==> src/rtl/pwm_out_pkg.sv <==
package pwm_out_pkg;

    // Register bus widths.
    localparam int ADDR_W = 16;
    localparam int DATA_W = 16;

    // Register addresses as printed.
    localparam logic [15:0] T3_OUT_ADDR  = 16'h7407;
    localparam logic [15:0] T4_OUT_ADDR  = 16'h7408;
    localparam logic [15:0] T3_DEAD_ADDR = 16'h7460;
    localparam logic [15:0] T4_DEAD_ADDR = 16'h7461;

    // Reset values and writable-bit masks; reserved bits read zero.
    localparam logic [15:0] REG_RESET = 16'h0000;
    localparam logic [15:0] OUT_MASK  = 16'hc7ff;
    localparam logic [15:0] DEAD_MASK = 16'h707f;

    // Output control field positions.
    localparam int DUTY_BIT    = 15;
    localparam int POL_BIT     = 14;
    localparam int WAVE_LSB    = 8;
    localparam int SYNC_LSB    = 6;
    localparam int MODE_LSB    = 0;

    // Dead-time control field positions.
    localparam int DEAD_EN_LSB = 12;
    localparam int PERIOD_LSB  = 0;
    localparam int PERIOD_W    = 7;

    // Synchronisation source codes.
    localparam logic [1:0] SYNC_NONE = 2'h0;
    localparam logic [1:0] SYNC_POS  = 2'h1;
    localparam logic [1:0] SYNC_CMP2 = 2'h2;
    localparam logic [1:0] SYNC_CMP3 = 2'h3;

    // Pair mode codes.
    localparam logic [1:0] MODE_COMP_A  = 2'h0;
    localparam logic [1:0] MODE_LOWER   = 2'h1;
    localparam logic [1:0] MODE_UPPER   = 2'h2;
    localparam logic [1:0] MODE_COMP_B  = 2'h3;

    // The dead-time tick is the system clock divided by four.
    localparam int         TICK_DIV  = 4;
    localparam logic [1:0] TICK_LAST = 2'(TICK_DIV - 1);
    localparam logic [1:0] TICK_RESET = 2'h0;

endpackage

==> src/rtl/phase_pair.sv <==
`timescale 1ns/1ps
// One upper/lower output pair with its own dead-time counter.
module phase_pair (
    input  wire logic       clk,
    input  wire logic       rst_n,
    input  wire logic       tick,      // Quarter-rate pulse, one cycle long.
    input  wire logic       pwm,       // Selected duty waveform for this phase.
    input  wire logic       wave_sel,  // High for PWM, low for static levels.
    input  wire logic [1:0] mode,      // Pair mode, 0 to 3.
    input  wire logic       polarity,  // High for active-high outputs.
    input  wire logic       dead_en,   // Dead-time enable for this phase.
    input  wire logic [6:0] period,    // Dead time in quarter-rate ticks.
    output logic            upper,
    output logic            lower
);

    logic       prev_pwm;        // Last seen waveform, for edge detection.
    logic [6:0] dead_cnt;        // Remaining dead-time ticks.
    logic       next_prev_pwm;
    logic [6:0] next_dead_cnt;
    logic       next_upper;
    logic       next_lower;
    logic       comp;            // Pair runs complementary PWM.
    logic       dead_active;     // Dead time is inserted on this pair.
    logic       changed;         // Waveform toggled this cycle.
    logic       settled;         // Dead gap has elapsed.
    logic       up_on;           // Upper output asserted, active-high form.
    logic       lo_on;           // Lower output asserted, active-high form.

    // Dead-time counter and the mapping from mode to output levels.
    always_comb begin
        comp = wave_sel && (mode == pwm_out_pkg::MODE_COMP_A ||
                            mode == pwm_out_pkg::MODE_COMP_B);
        // Modes 1 and 2 fall out of comp, so they never see a gap.
        dead_active = comp && dead_en;
        changed = (pwm != prev_pwm);
        next_prev_pwm = pwm;
        if (!dead_active) begin
            next_dead_cnt = 7'h00;
        end else if (changed) begin
            // Every toggle restarts the gap from the programmed period.
            next_dead_cnt = period;
        end else if (tick && dead_cnt != 7'h00) begin
            next_dead_cnt = dead_cnt - 7'h01;
        end else begin
            next_dead_cnt = dead_cnt;
        end
        settled = !dead_active || (dead_cnt == 7'h00 && !changed);
        if (wave_sel) begin
            // PWM tables, shared by all six pairs.
            unique case (mode)
                pwm_out_pkg::MODE_COMP_A: begin
                    up_on = ~pwm;
                    lo_on = pwm;
                end
                pwm_out_pkg::MODE_LOWER: begin
                    up_on = 1'b0;
                    lo_on = pwm;
                end
                pwm_out_pkg::MODE_UPPER: begin
                    up_on = pwm;
                    lo_on = 1'b0;
                end
                pwm_out_pkg::MODE_COMP_B: begin
                    up_on = pwm;
                    lo_on = ~pwm;
                end
            endcase
        end else begin
            // Static levels ignore the waveform and counter entirely.
            up_on = mode[1];
            lo_on = mode[0];
        end
        // The gap holds back only the turn-on edge; turn-off is immediate,
        // so in PWM modes the two switches are never on together.
        next_upper = up_on && settled;
        next_lower = lo_on && settled;
        if (!polarity) begin
            // Active-low polarity inverts both tables.
            next_upper = ~next_upper;
            next_lower = ~next_lower;
        end
    end

    // Register the pair state; outputs come straight from flops.
    always_ff @(posedge clk) begin
        if (!rst_n) begin
            prev_pwm <= 1'b0;
            dead_cnt <= 7'h00;
            upper    <= 1'b0;
            lower    <= 1'b0;
        end else begin
            prev_pwm <= next_prev_pwm;
            dead_cnt <= next_dead_cnt;
            upper    <= next_upper;
            lower    <= next_lower;
        end
    end

endmodule

==> src/rtl/pwm_output_stage.sv <==
`timescale 1ns/1ps
// Output stage for two three-phase timers: registers, sync and six pairs.
// Index of a pair is timer * 3 + phase, phase 0 = U, 1 = V, 2 = W.
module pwm_output_stage (
    input  wire logic        clk,
    input  wire logic        rst_n,
    input  wire logic [15:0] addr,         // Register address.
    input  wire logic [15:0] wr_data,      // Write data.
    input  wire logic        wr_en,        // Write strobe, one cycle.
    input  wire logic        rd_en,        // Read strobe, one cycle.
    output logic      [15:0] rd_data,      // Read data, the cycle after rd_en.
    input  wire logic [1:0]  pwm_first,    // Duty wave from first compare, per timer.
    input  wire logic [5:0]  pwm_phase,    // Duty wave per phase compare.
    input  wire logic        pos_change,   // Position-detect value changed, pulse.
    input  wire logic [1:0]  cmp2_match,   // Second compare match, per timer.
    input  wire logic [1:0]  cmp3_match,   // Third compare match, per timer.
    output logic      [5:0]  upper,        // Upper gate outputs.
    output logic      [5:0]  lower         // Lower gate outputs.
);

    logic [15:0] out_shadow [2];     // Output control as written by software.
    logic [15:0] out_active [2];     // Output control driving the pairs.
    logic [15:0] dead_ctrl  [2];     // Dead-time control.
    logic [15:0] next_out_shadow [2];
    logic [15:0] next_out_active [2];
    logic [15:0] next_dead_ctrl  [2];
    logic [1:0]  tick_cnt;           // Divider for the quarter-rate tick.
    logic        tick;               // Quarter-rate enable pulse.
    logic [1:0]  next_tick_cnt;
    logic        next_tick;
    logic [15:0] next_rd_data;
    logic [15:0] out_addr  [2];      // Per-timer address of output control.
    logic [15:0] dead_addr [2];      // Per-timer address of dead-time control.
    logic [5:0]  duty_wave;          // Duty waveform chosen for each pair.

    assign out_addr[0]  = pwm_out_pkg::T3_OUT_ADDR;
    assign out_addr[1]  = pwm_out_pkg::T4_OUT_ADDR;
    assign dead_addr[0] = pwm_out_pkg::T3_DEAD_ADDR;
    assign dead_addr[1] = pwm_out_pkg::T4_DEAD_ADDR;

    // Quarter-rate tick divider for dead-time counting.
    always_comb begin
        next_tick_cnt = tick_cnt + 2'h1;
        next_tick = (tick_cnt == pwm_out_pkg::TICK_LAST);
    end

    // Register the divider.
    always_ff @(posedge clk) begin
        if (!rst_n) begin
            tick_cnt <= pwm_out_pkg::TICK_RESET;
            tick     <= 1'b0;
        end else begin
            tick_cnt <= next_tick_cnt;
            tick     <= next_tick;
        end
    end

    // Read mux; unmapped addresses read as zero.
    always_comb begin
        next_rd_data = 16'h0000;
        if (rd_en) begin
            for (int t = 0; t < 2; t++) begin
                if (addr == out_addr[t]) begin
                    next_rd_data = out_shadow[t];
                end
                if (addr == dead_addr[t]) begin
                    next_rd_data = dead_ctrl[t];
                end
            end
        end
    end

    // Read data stands for one cycle only.
    always_ff @(posedge clk) begin
        if (!rst_n) begin
            rd_data <= 16'h0000;
        end else begin
            rd_data <= next_rd_data;
        end
    end

    for (genvar t = 0; t < 2; t++) begin : g_timer
        logic [1:0] sync_sel;    // Sync source, effective immediately.
        logic       apply;       // Held settings move to the active copy.

        // Register writes and synchronised application of output settings.
        always_comb begin
            next_out_shadow[t] = out_shadow[t];
            next_dead_ctrl[t]  = dead_ctrl[t];
            if (wr_en && addr == out_addr[t]) begin
                next_out_shadow[t] = wr_data & pwm_out_pkg::OUT_MASK;
            end
            if (wr_en && addr == dead_addr[t]) begin
                next_dead_ctrl[t] = wr_data & pwm_out_pkg::DEAD_MASK;
            end
            sync_sel = next_out_shadow[t][pwm_out_pkg::SYNC_LSB +: 2];
            unique case (sync_sel)
                pwm_out_pkg::SYNC_NONE: apply = 1'b1;
                pwm_out_pkg::SYNC_POS:  apply = pos_change;
                pwm_out_pkg::SYNC_CMP2: apply = cmp2_match[t];
                pwm_out_pkg::SYNC_CMP3: apply = cmp3_match[t];
            endcase
            // A write landing with the event is applied by that event,
            // since the active copy is loaded from the new shadow value.
            next_out_active[t] = apply ? next_out_shadow[t] : out_active[t];
        end

        // Register the timer's control words.
        always_ff @(posedge clk) begin
            if (!rst_n) begin
                out_shadow[t] <= pwm_out_pkg::REG_RESET;
                out_active[t] <= pwm_out_pkg::REG_RESET;
                dead_ctrl[t]  <= pwm_out_pkg::REG_RESET;
            end else begin
                out_shadow[t] <= next_out_shadow[t];
                out_active[t] <= next_out_active[t];
                dead_ctrl[t]  <= next_dead_ctrl[t];
            end
        end

        for (genvar p = 0; p < 3; p++) begin : g_phase
            // Duty select is not held back by sync; it only picks a source.
            assign duty_wave[t*3+p] = out_shadow[t][pwm_out_pkg::DUTY_BIT]
                                    ? pwm_phase[t*3+p]
                                    : pwm_first[t];

            phase_pair u_pair (
                .clk      (clk),
                .rst_n    (rst_n),
                .tick     (tick),
                .pwm      (duty_wave[t*3+p]),
                .wave_sel (out_active[t][pwm_out_pkg::WAVE_LSB + p]),
                .mode     (out_active[t][pwm_out_pkg::MODE_LSB + 2*p +: 2]),
                .polarity (out_active[t][pwm_out_pkg::POL_BIT]),
                .dead_en  (dead_ctrl[t][pwm_out_pkg::DEAD_EN_LSB + p]),
                .period   (dead_ctrl[t][pwm_out_pkg::PERIOD_LSB +: pwm_out_pkg::PERIOD_W]),
                .upper    (upper[t*3+p]),
                .lower    (lower[t*3+p])
            );
        end
    end

    // Software is expected to set a period and enables before running
    // modes 0 or 3; with dead time off the pair still switches cleanly
    // but both transistors may briefly overlap in the bridge.

endmodule

==> config.mk <==
export PLATFORM = sky130hd
export DESIGN_NAME = pwm_output_stage
export DESIGN_NICKNAME = d
export VERILOG_FILES = /design/src/rtl/pwm_out_pkg.sv /design/src/rtl/phase_pair.sv /design/src/rtl/pwm_output_stage.sv
export SDC_FILE = /design/constraint.sdc
export NUM_CORES = 1
export LEC_CHECK = 0
export BUFFER_PORTS_ARGS = -buffer_cell sky130_fd_sc_hd__buf_2
export CORE_MARGIN = 1
export CORE_UTILIZATION = 40
export CTS_CLUSTER_SIZE = 8
export DETAILED_ROUTE_END_ITERATION = 8
export GPL_TIMING_DRIVEN = 0
export PLACE_DENSITY = 0.63
export SYNTH_ARGS = -nofsm -noshare
export SYNTH_HDL_FRONTEND = slang
export SYNTH_SLANG_ARGS = --single-unit
==> constraint.sdc <==
create_clock -name clk -period 5 [get_ports clk]
set_clock_uncertainty 0.1 [all_clocks]
set_input_delay 0.5 -clock clk [delete_from_list [all_inputs] [get_ports clk]]
set_output_delay 0.5 -clock clk [all_outputs]
set_load 0.01 [all_outputs]
==> impl_metrics.json <==
{
  "grt_pass1_vias": 5647,
  "synth_nets": 896,
  "cp_data_arrival_time_ps": 3090,
  "yosys_warnings": 0,
  "die_area_sq_mm": 0.0191,
  "r2r_slack_ps": 2140,
  "synth-main-ff-cell": "dfxtp_1",
  "drt_pass1_iterations": 8,
  "seq_area_frac_synth": 0.407,
  "critPathKind": "reg2reg",
  "antenna_cells": 0,
  "viasPerCell": 5.24,
  "drive_gt1_frac": 0.161,
  "rsz0062_at_grt": "false",
  "drc": 4,
  "cts_buffers": 17,
  "final.setup.tns_ps": 0,
  "synth-seq-cells": 151,
  "layout_worst_path_cycle_share": 0.572,
  "synth_top_family_by_area": "simple AND/OR/NAND/NOR gates",
  "clock_sinks": 151,
  "cts-root-buf": "clkbuf_16",
  "hold_viol": 0,
  "cts_tree": "done",
  "maxSlewHeadroom": 0.356,
  "reg2reg_to": "g_timer[0].g_phase[2].u_pair.upper",
  "status": "complete, but fails checks",
  "grt.overflow.total": 0,
  "start_util": 0.411,
  "reg2reg_depth": 7,
  "drv_slew": 0,
  "busiest_layer": "met2",
  "grt_usage": 0.206,
  "synthXorXnorAreaFrac": 0.0566,
  "synthMuxAreaShare": 0.0902,
  "synth_top_cell_area_share": 0.407,
  "syn2layout_area_growth_pct": 16.5,
  "via_count": 6031,
  "avgSynthCellArea_sq_um": 9.11,
  "post_cts_buffers": 0,
  "hold_start": "wr_data[15]",
  "synth_cell_types": 49,
  "insertion_delay_ps": 430,
  "synth_edf_count": 0,
  "die_h_microns": 138,
  "worstPathMaxFanout": 6,
  "placedCellCount": 1119,
  "start_kind": "flop",
  "postSynth.asyncResetShare": 0,
  "pre_cts_ws_ps": 1670,
  "grt_max_degree": 17,
  "worstMarginPinSlew_ps": 959,
  "synth_area_sq_mm": 0.00743,
  "row_count": 49,
  "timing.final.ws_setup_ps": 2140,
  "dp_hpwl_microns": 14000,
  "hold_path_depth": 3,
  "clk_pin_slew_worst_paths_ps": 70,
  "ctsHoldBuffers": 0,
  "critPathRequiredTime_ps": 5230,
  "gp_congestion": 0.839,
  "routed_wl_microns": 19000,
  "grt_use_met3": 0.0461,
  "avgRoutedWirePerCell_microns": 16.5,
  "setup_viol": 0,
  "synthSimpleGateAreaFrac": 0.215,
  "synth.area.top_cells": "dfxtp_1 41%, mux2i_1 5.8%, ha_1 5.2%",
  "p_per_area_mw_per_mm2": 300,
  "core_sq_mm": 0.0181,
  "grtUsageMet2": 0.313,
  "fmax_mhz": 350,
  "synth_top_area_cell": "dfxtp_1",
  "layout.cells.non_filler": 1151,
  "portBuffers": 74,
  "synth_fa_ha_area_frac": 0.0522,
  "antenna_left": 0,
  "syn_inst": 816,
  "num-nets-final": 989,
  "htree_levels": 4,
  "antenna_found_initial": 0,
  "worst_ir_drop_vdd_mv": 0.268,
  "use_met1": 0.281,
  "cp-end-kind": "flop",
  "hold_class": "in2reg",
  "first_iter_violations": 421,
  "violations": "design-rule violations",
  "io_pins": 77,
  "ctsResizeCount": 0,
  "p_leak_nw": 3.35,
  "cts_max_path_buffers": 2,
  "synth-compound-area-share": 0.132,
  "final.min_clock_period_ps": 2860,
  "grt_pass1_wl_microns": 30300,
  "maxCapViolCount": 0,
  "die_w_microns": 138
}
## through the flow
step | hold WS [ps] | power (mW) | util | cell area [sq um]
2_1_floorplan | 298 | 1.32 | - | 7430
3_3_place_gp | 316 | 1.38 | 0.447 | 8090
3_5_place_dp | 324 | 1.38 | 0.447 | 8090
4_1_cts | 239 | 2.60 | 0.479 | 8650
5_1_grt | 239 | 2.68 | 0.479 | 8660
6_report | 256 | 2.60 | 0.479 | 8660
## metal layers
layer | wire [microns] | part of all wire
met2 | 8210 | 0.43
met5 | 0 | 0
met1 | 9390 | 0.49
met4 | 481 | 0.025
met3 | 914 | 0.048
## kinds of logic (layout without fill, tap and decap cells)
kind of cell | count (synthesis) | in the layout
flip-flops | 151 | 151
adder cells (fa/ha/maj) | 31 | 31
multiplexers | 64 | 64
AO/OA/AOI/OAI | 135 | 135
AND/OR/NAND/NOR | 308 | 308
buffers and inverters | 79 | 185
XOR/XNOR | 48 | 48
## critical path, stage by stage (launching register included)
cell and delay (ps):
dfxtp_1 310, clkbuf_1 370, mux2i_1 770, xor2_1 470
a21oi_1 190, a211oi_1 270, xnor2_1 90, and2_1 170
## cells in the final DEF, fill, tap and decap left out, types with 4 or more instances in the layout
| cell type | count |
|---|---|
| a211oi_1 | 46 |
| a21boi_0 | 20 |
| a21oi_1 | 22 |
| a222oi_1 | 9 |
| a22oi_1 | 6 |
| and2_1 | 34 |
| and3_1 | 5 |
| and3b_1 | 4 |
| buf_2 | 75 |
| buf_4 | 13 |
| clkbuf_1 | 29 |
| clkbuf_16 | 17 |
| clkinvlp_4 | 6 |
| dfxtp_1 | 151 |
| ha_1 | 31 |
| inv_1 | 33 |
| mux2_2 | 19 |
| mux2i_1 | 43 |
| nand2_1 | 60 |
| nand2b_1 | 8 |
| nand3_1 | 12 |
| nor2_1 | 85 |
| nor2b_1 | 40 |
| nor3_1 | 19 |
| nor4_1 | 15 |
| o21ai_0 | 10 |
| o21ai_1 | 5 |
| o2bb2ai_1 | 10 |
| or3_1 | 7 |
| or4_1 | 7 |
| xnor2_1 | 38 |
| xor2_1 | 10 |
## power by group
part	internal [mW]	switching, mW
combinational	0.0518	0.0833
sequential	1.21	0.00292
clock	0.699	0.549
total	1.96	0.635
## flip-flops by register name (all words and copies together), names as in the netlist, named ones only
signal,flops
g_timer.g_phase.u_pair.lower,6
out_shadow,30
out_active,20
tick_cnt,2
g_timer.g_phase.u_pair.dead_cnt,42
tick,1
rd_data,16
g_timer.g_phase.u_pair.upper,6
g_timer.g_phase.u_pair.prev_pwm,6
dead_ctrl,20
## cells in the mapped netlist (2+ instances only)
| cell | count |
|---|---|
| nand4b_1 | 2 |
| dfxtp_1 | 151 |
| o21ai_0 | 10 |
| buf_4 | 13 |
| mux2_2 | 19 |
| ha_1 | 31 |
| and3_1 | 5 |
| a311oi_1 | 2 |
| nand2_1 | 60 |
| a21boi_0 | 20 |
| o21ai_1 | 5 |
| and3b_1 | 4 |
| or3_1 | 7 |
| mux2i_1 | 43 |
| or4_1 | 7 |
| nor2b_1 | 40 |
| a21oi_1 | 22 |
| buf_1 | 2 |
| o2bb2ai_1 | 10 |
| a222oi_1 | 9 |
| a22oi_1 | 6 |
| and4_1 | 2 |
| and2_1 | 34 |
| clkbuf_1 | 29 |
| xor2_1 | 10 |
| a211oi_1 | 46 |
| xnor2_1 | 38 |
| nor4_1 | 16 |
| nor2_1 | 85 |
| inv_1 | 33 |
| nand2b_1 | 8 |
| nand3_1 | 12 |
| nor3_1 | 19 |
## how the worst max path moves through the flow
stage	slack, ps	start	endpoint	cells after the start
floorplan	2360	addr[9]	out_active[0][0]	7
global placement	1640	addr[9]	rd_data[13]	7
detailed placement	1670	addr[9]	rd_data[5]	7
CTS	2120	addr[9]	rd_data[13]	7
global route	1940	flop	g_timer[0].g_phase[2].u_pair.dead_cnt[2]	6
finish	2140	flop	g_timer[0].g_phase[2].u_pair.upper	7
## final cells by class
cell class | instances | area (sq um)
multi-input cells | 586 | 4060
inverters | 33 | 124
fillers | 1715 | 9430
flip-flops and latches | 151 | 3020
repair buffers | 74 | 370
clock buffers | 18 | 439
plain buffers | 46 | 230
well taps | 229 | 287
clock inverters | 14 | 125
(Power assumes the default switching activity.)
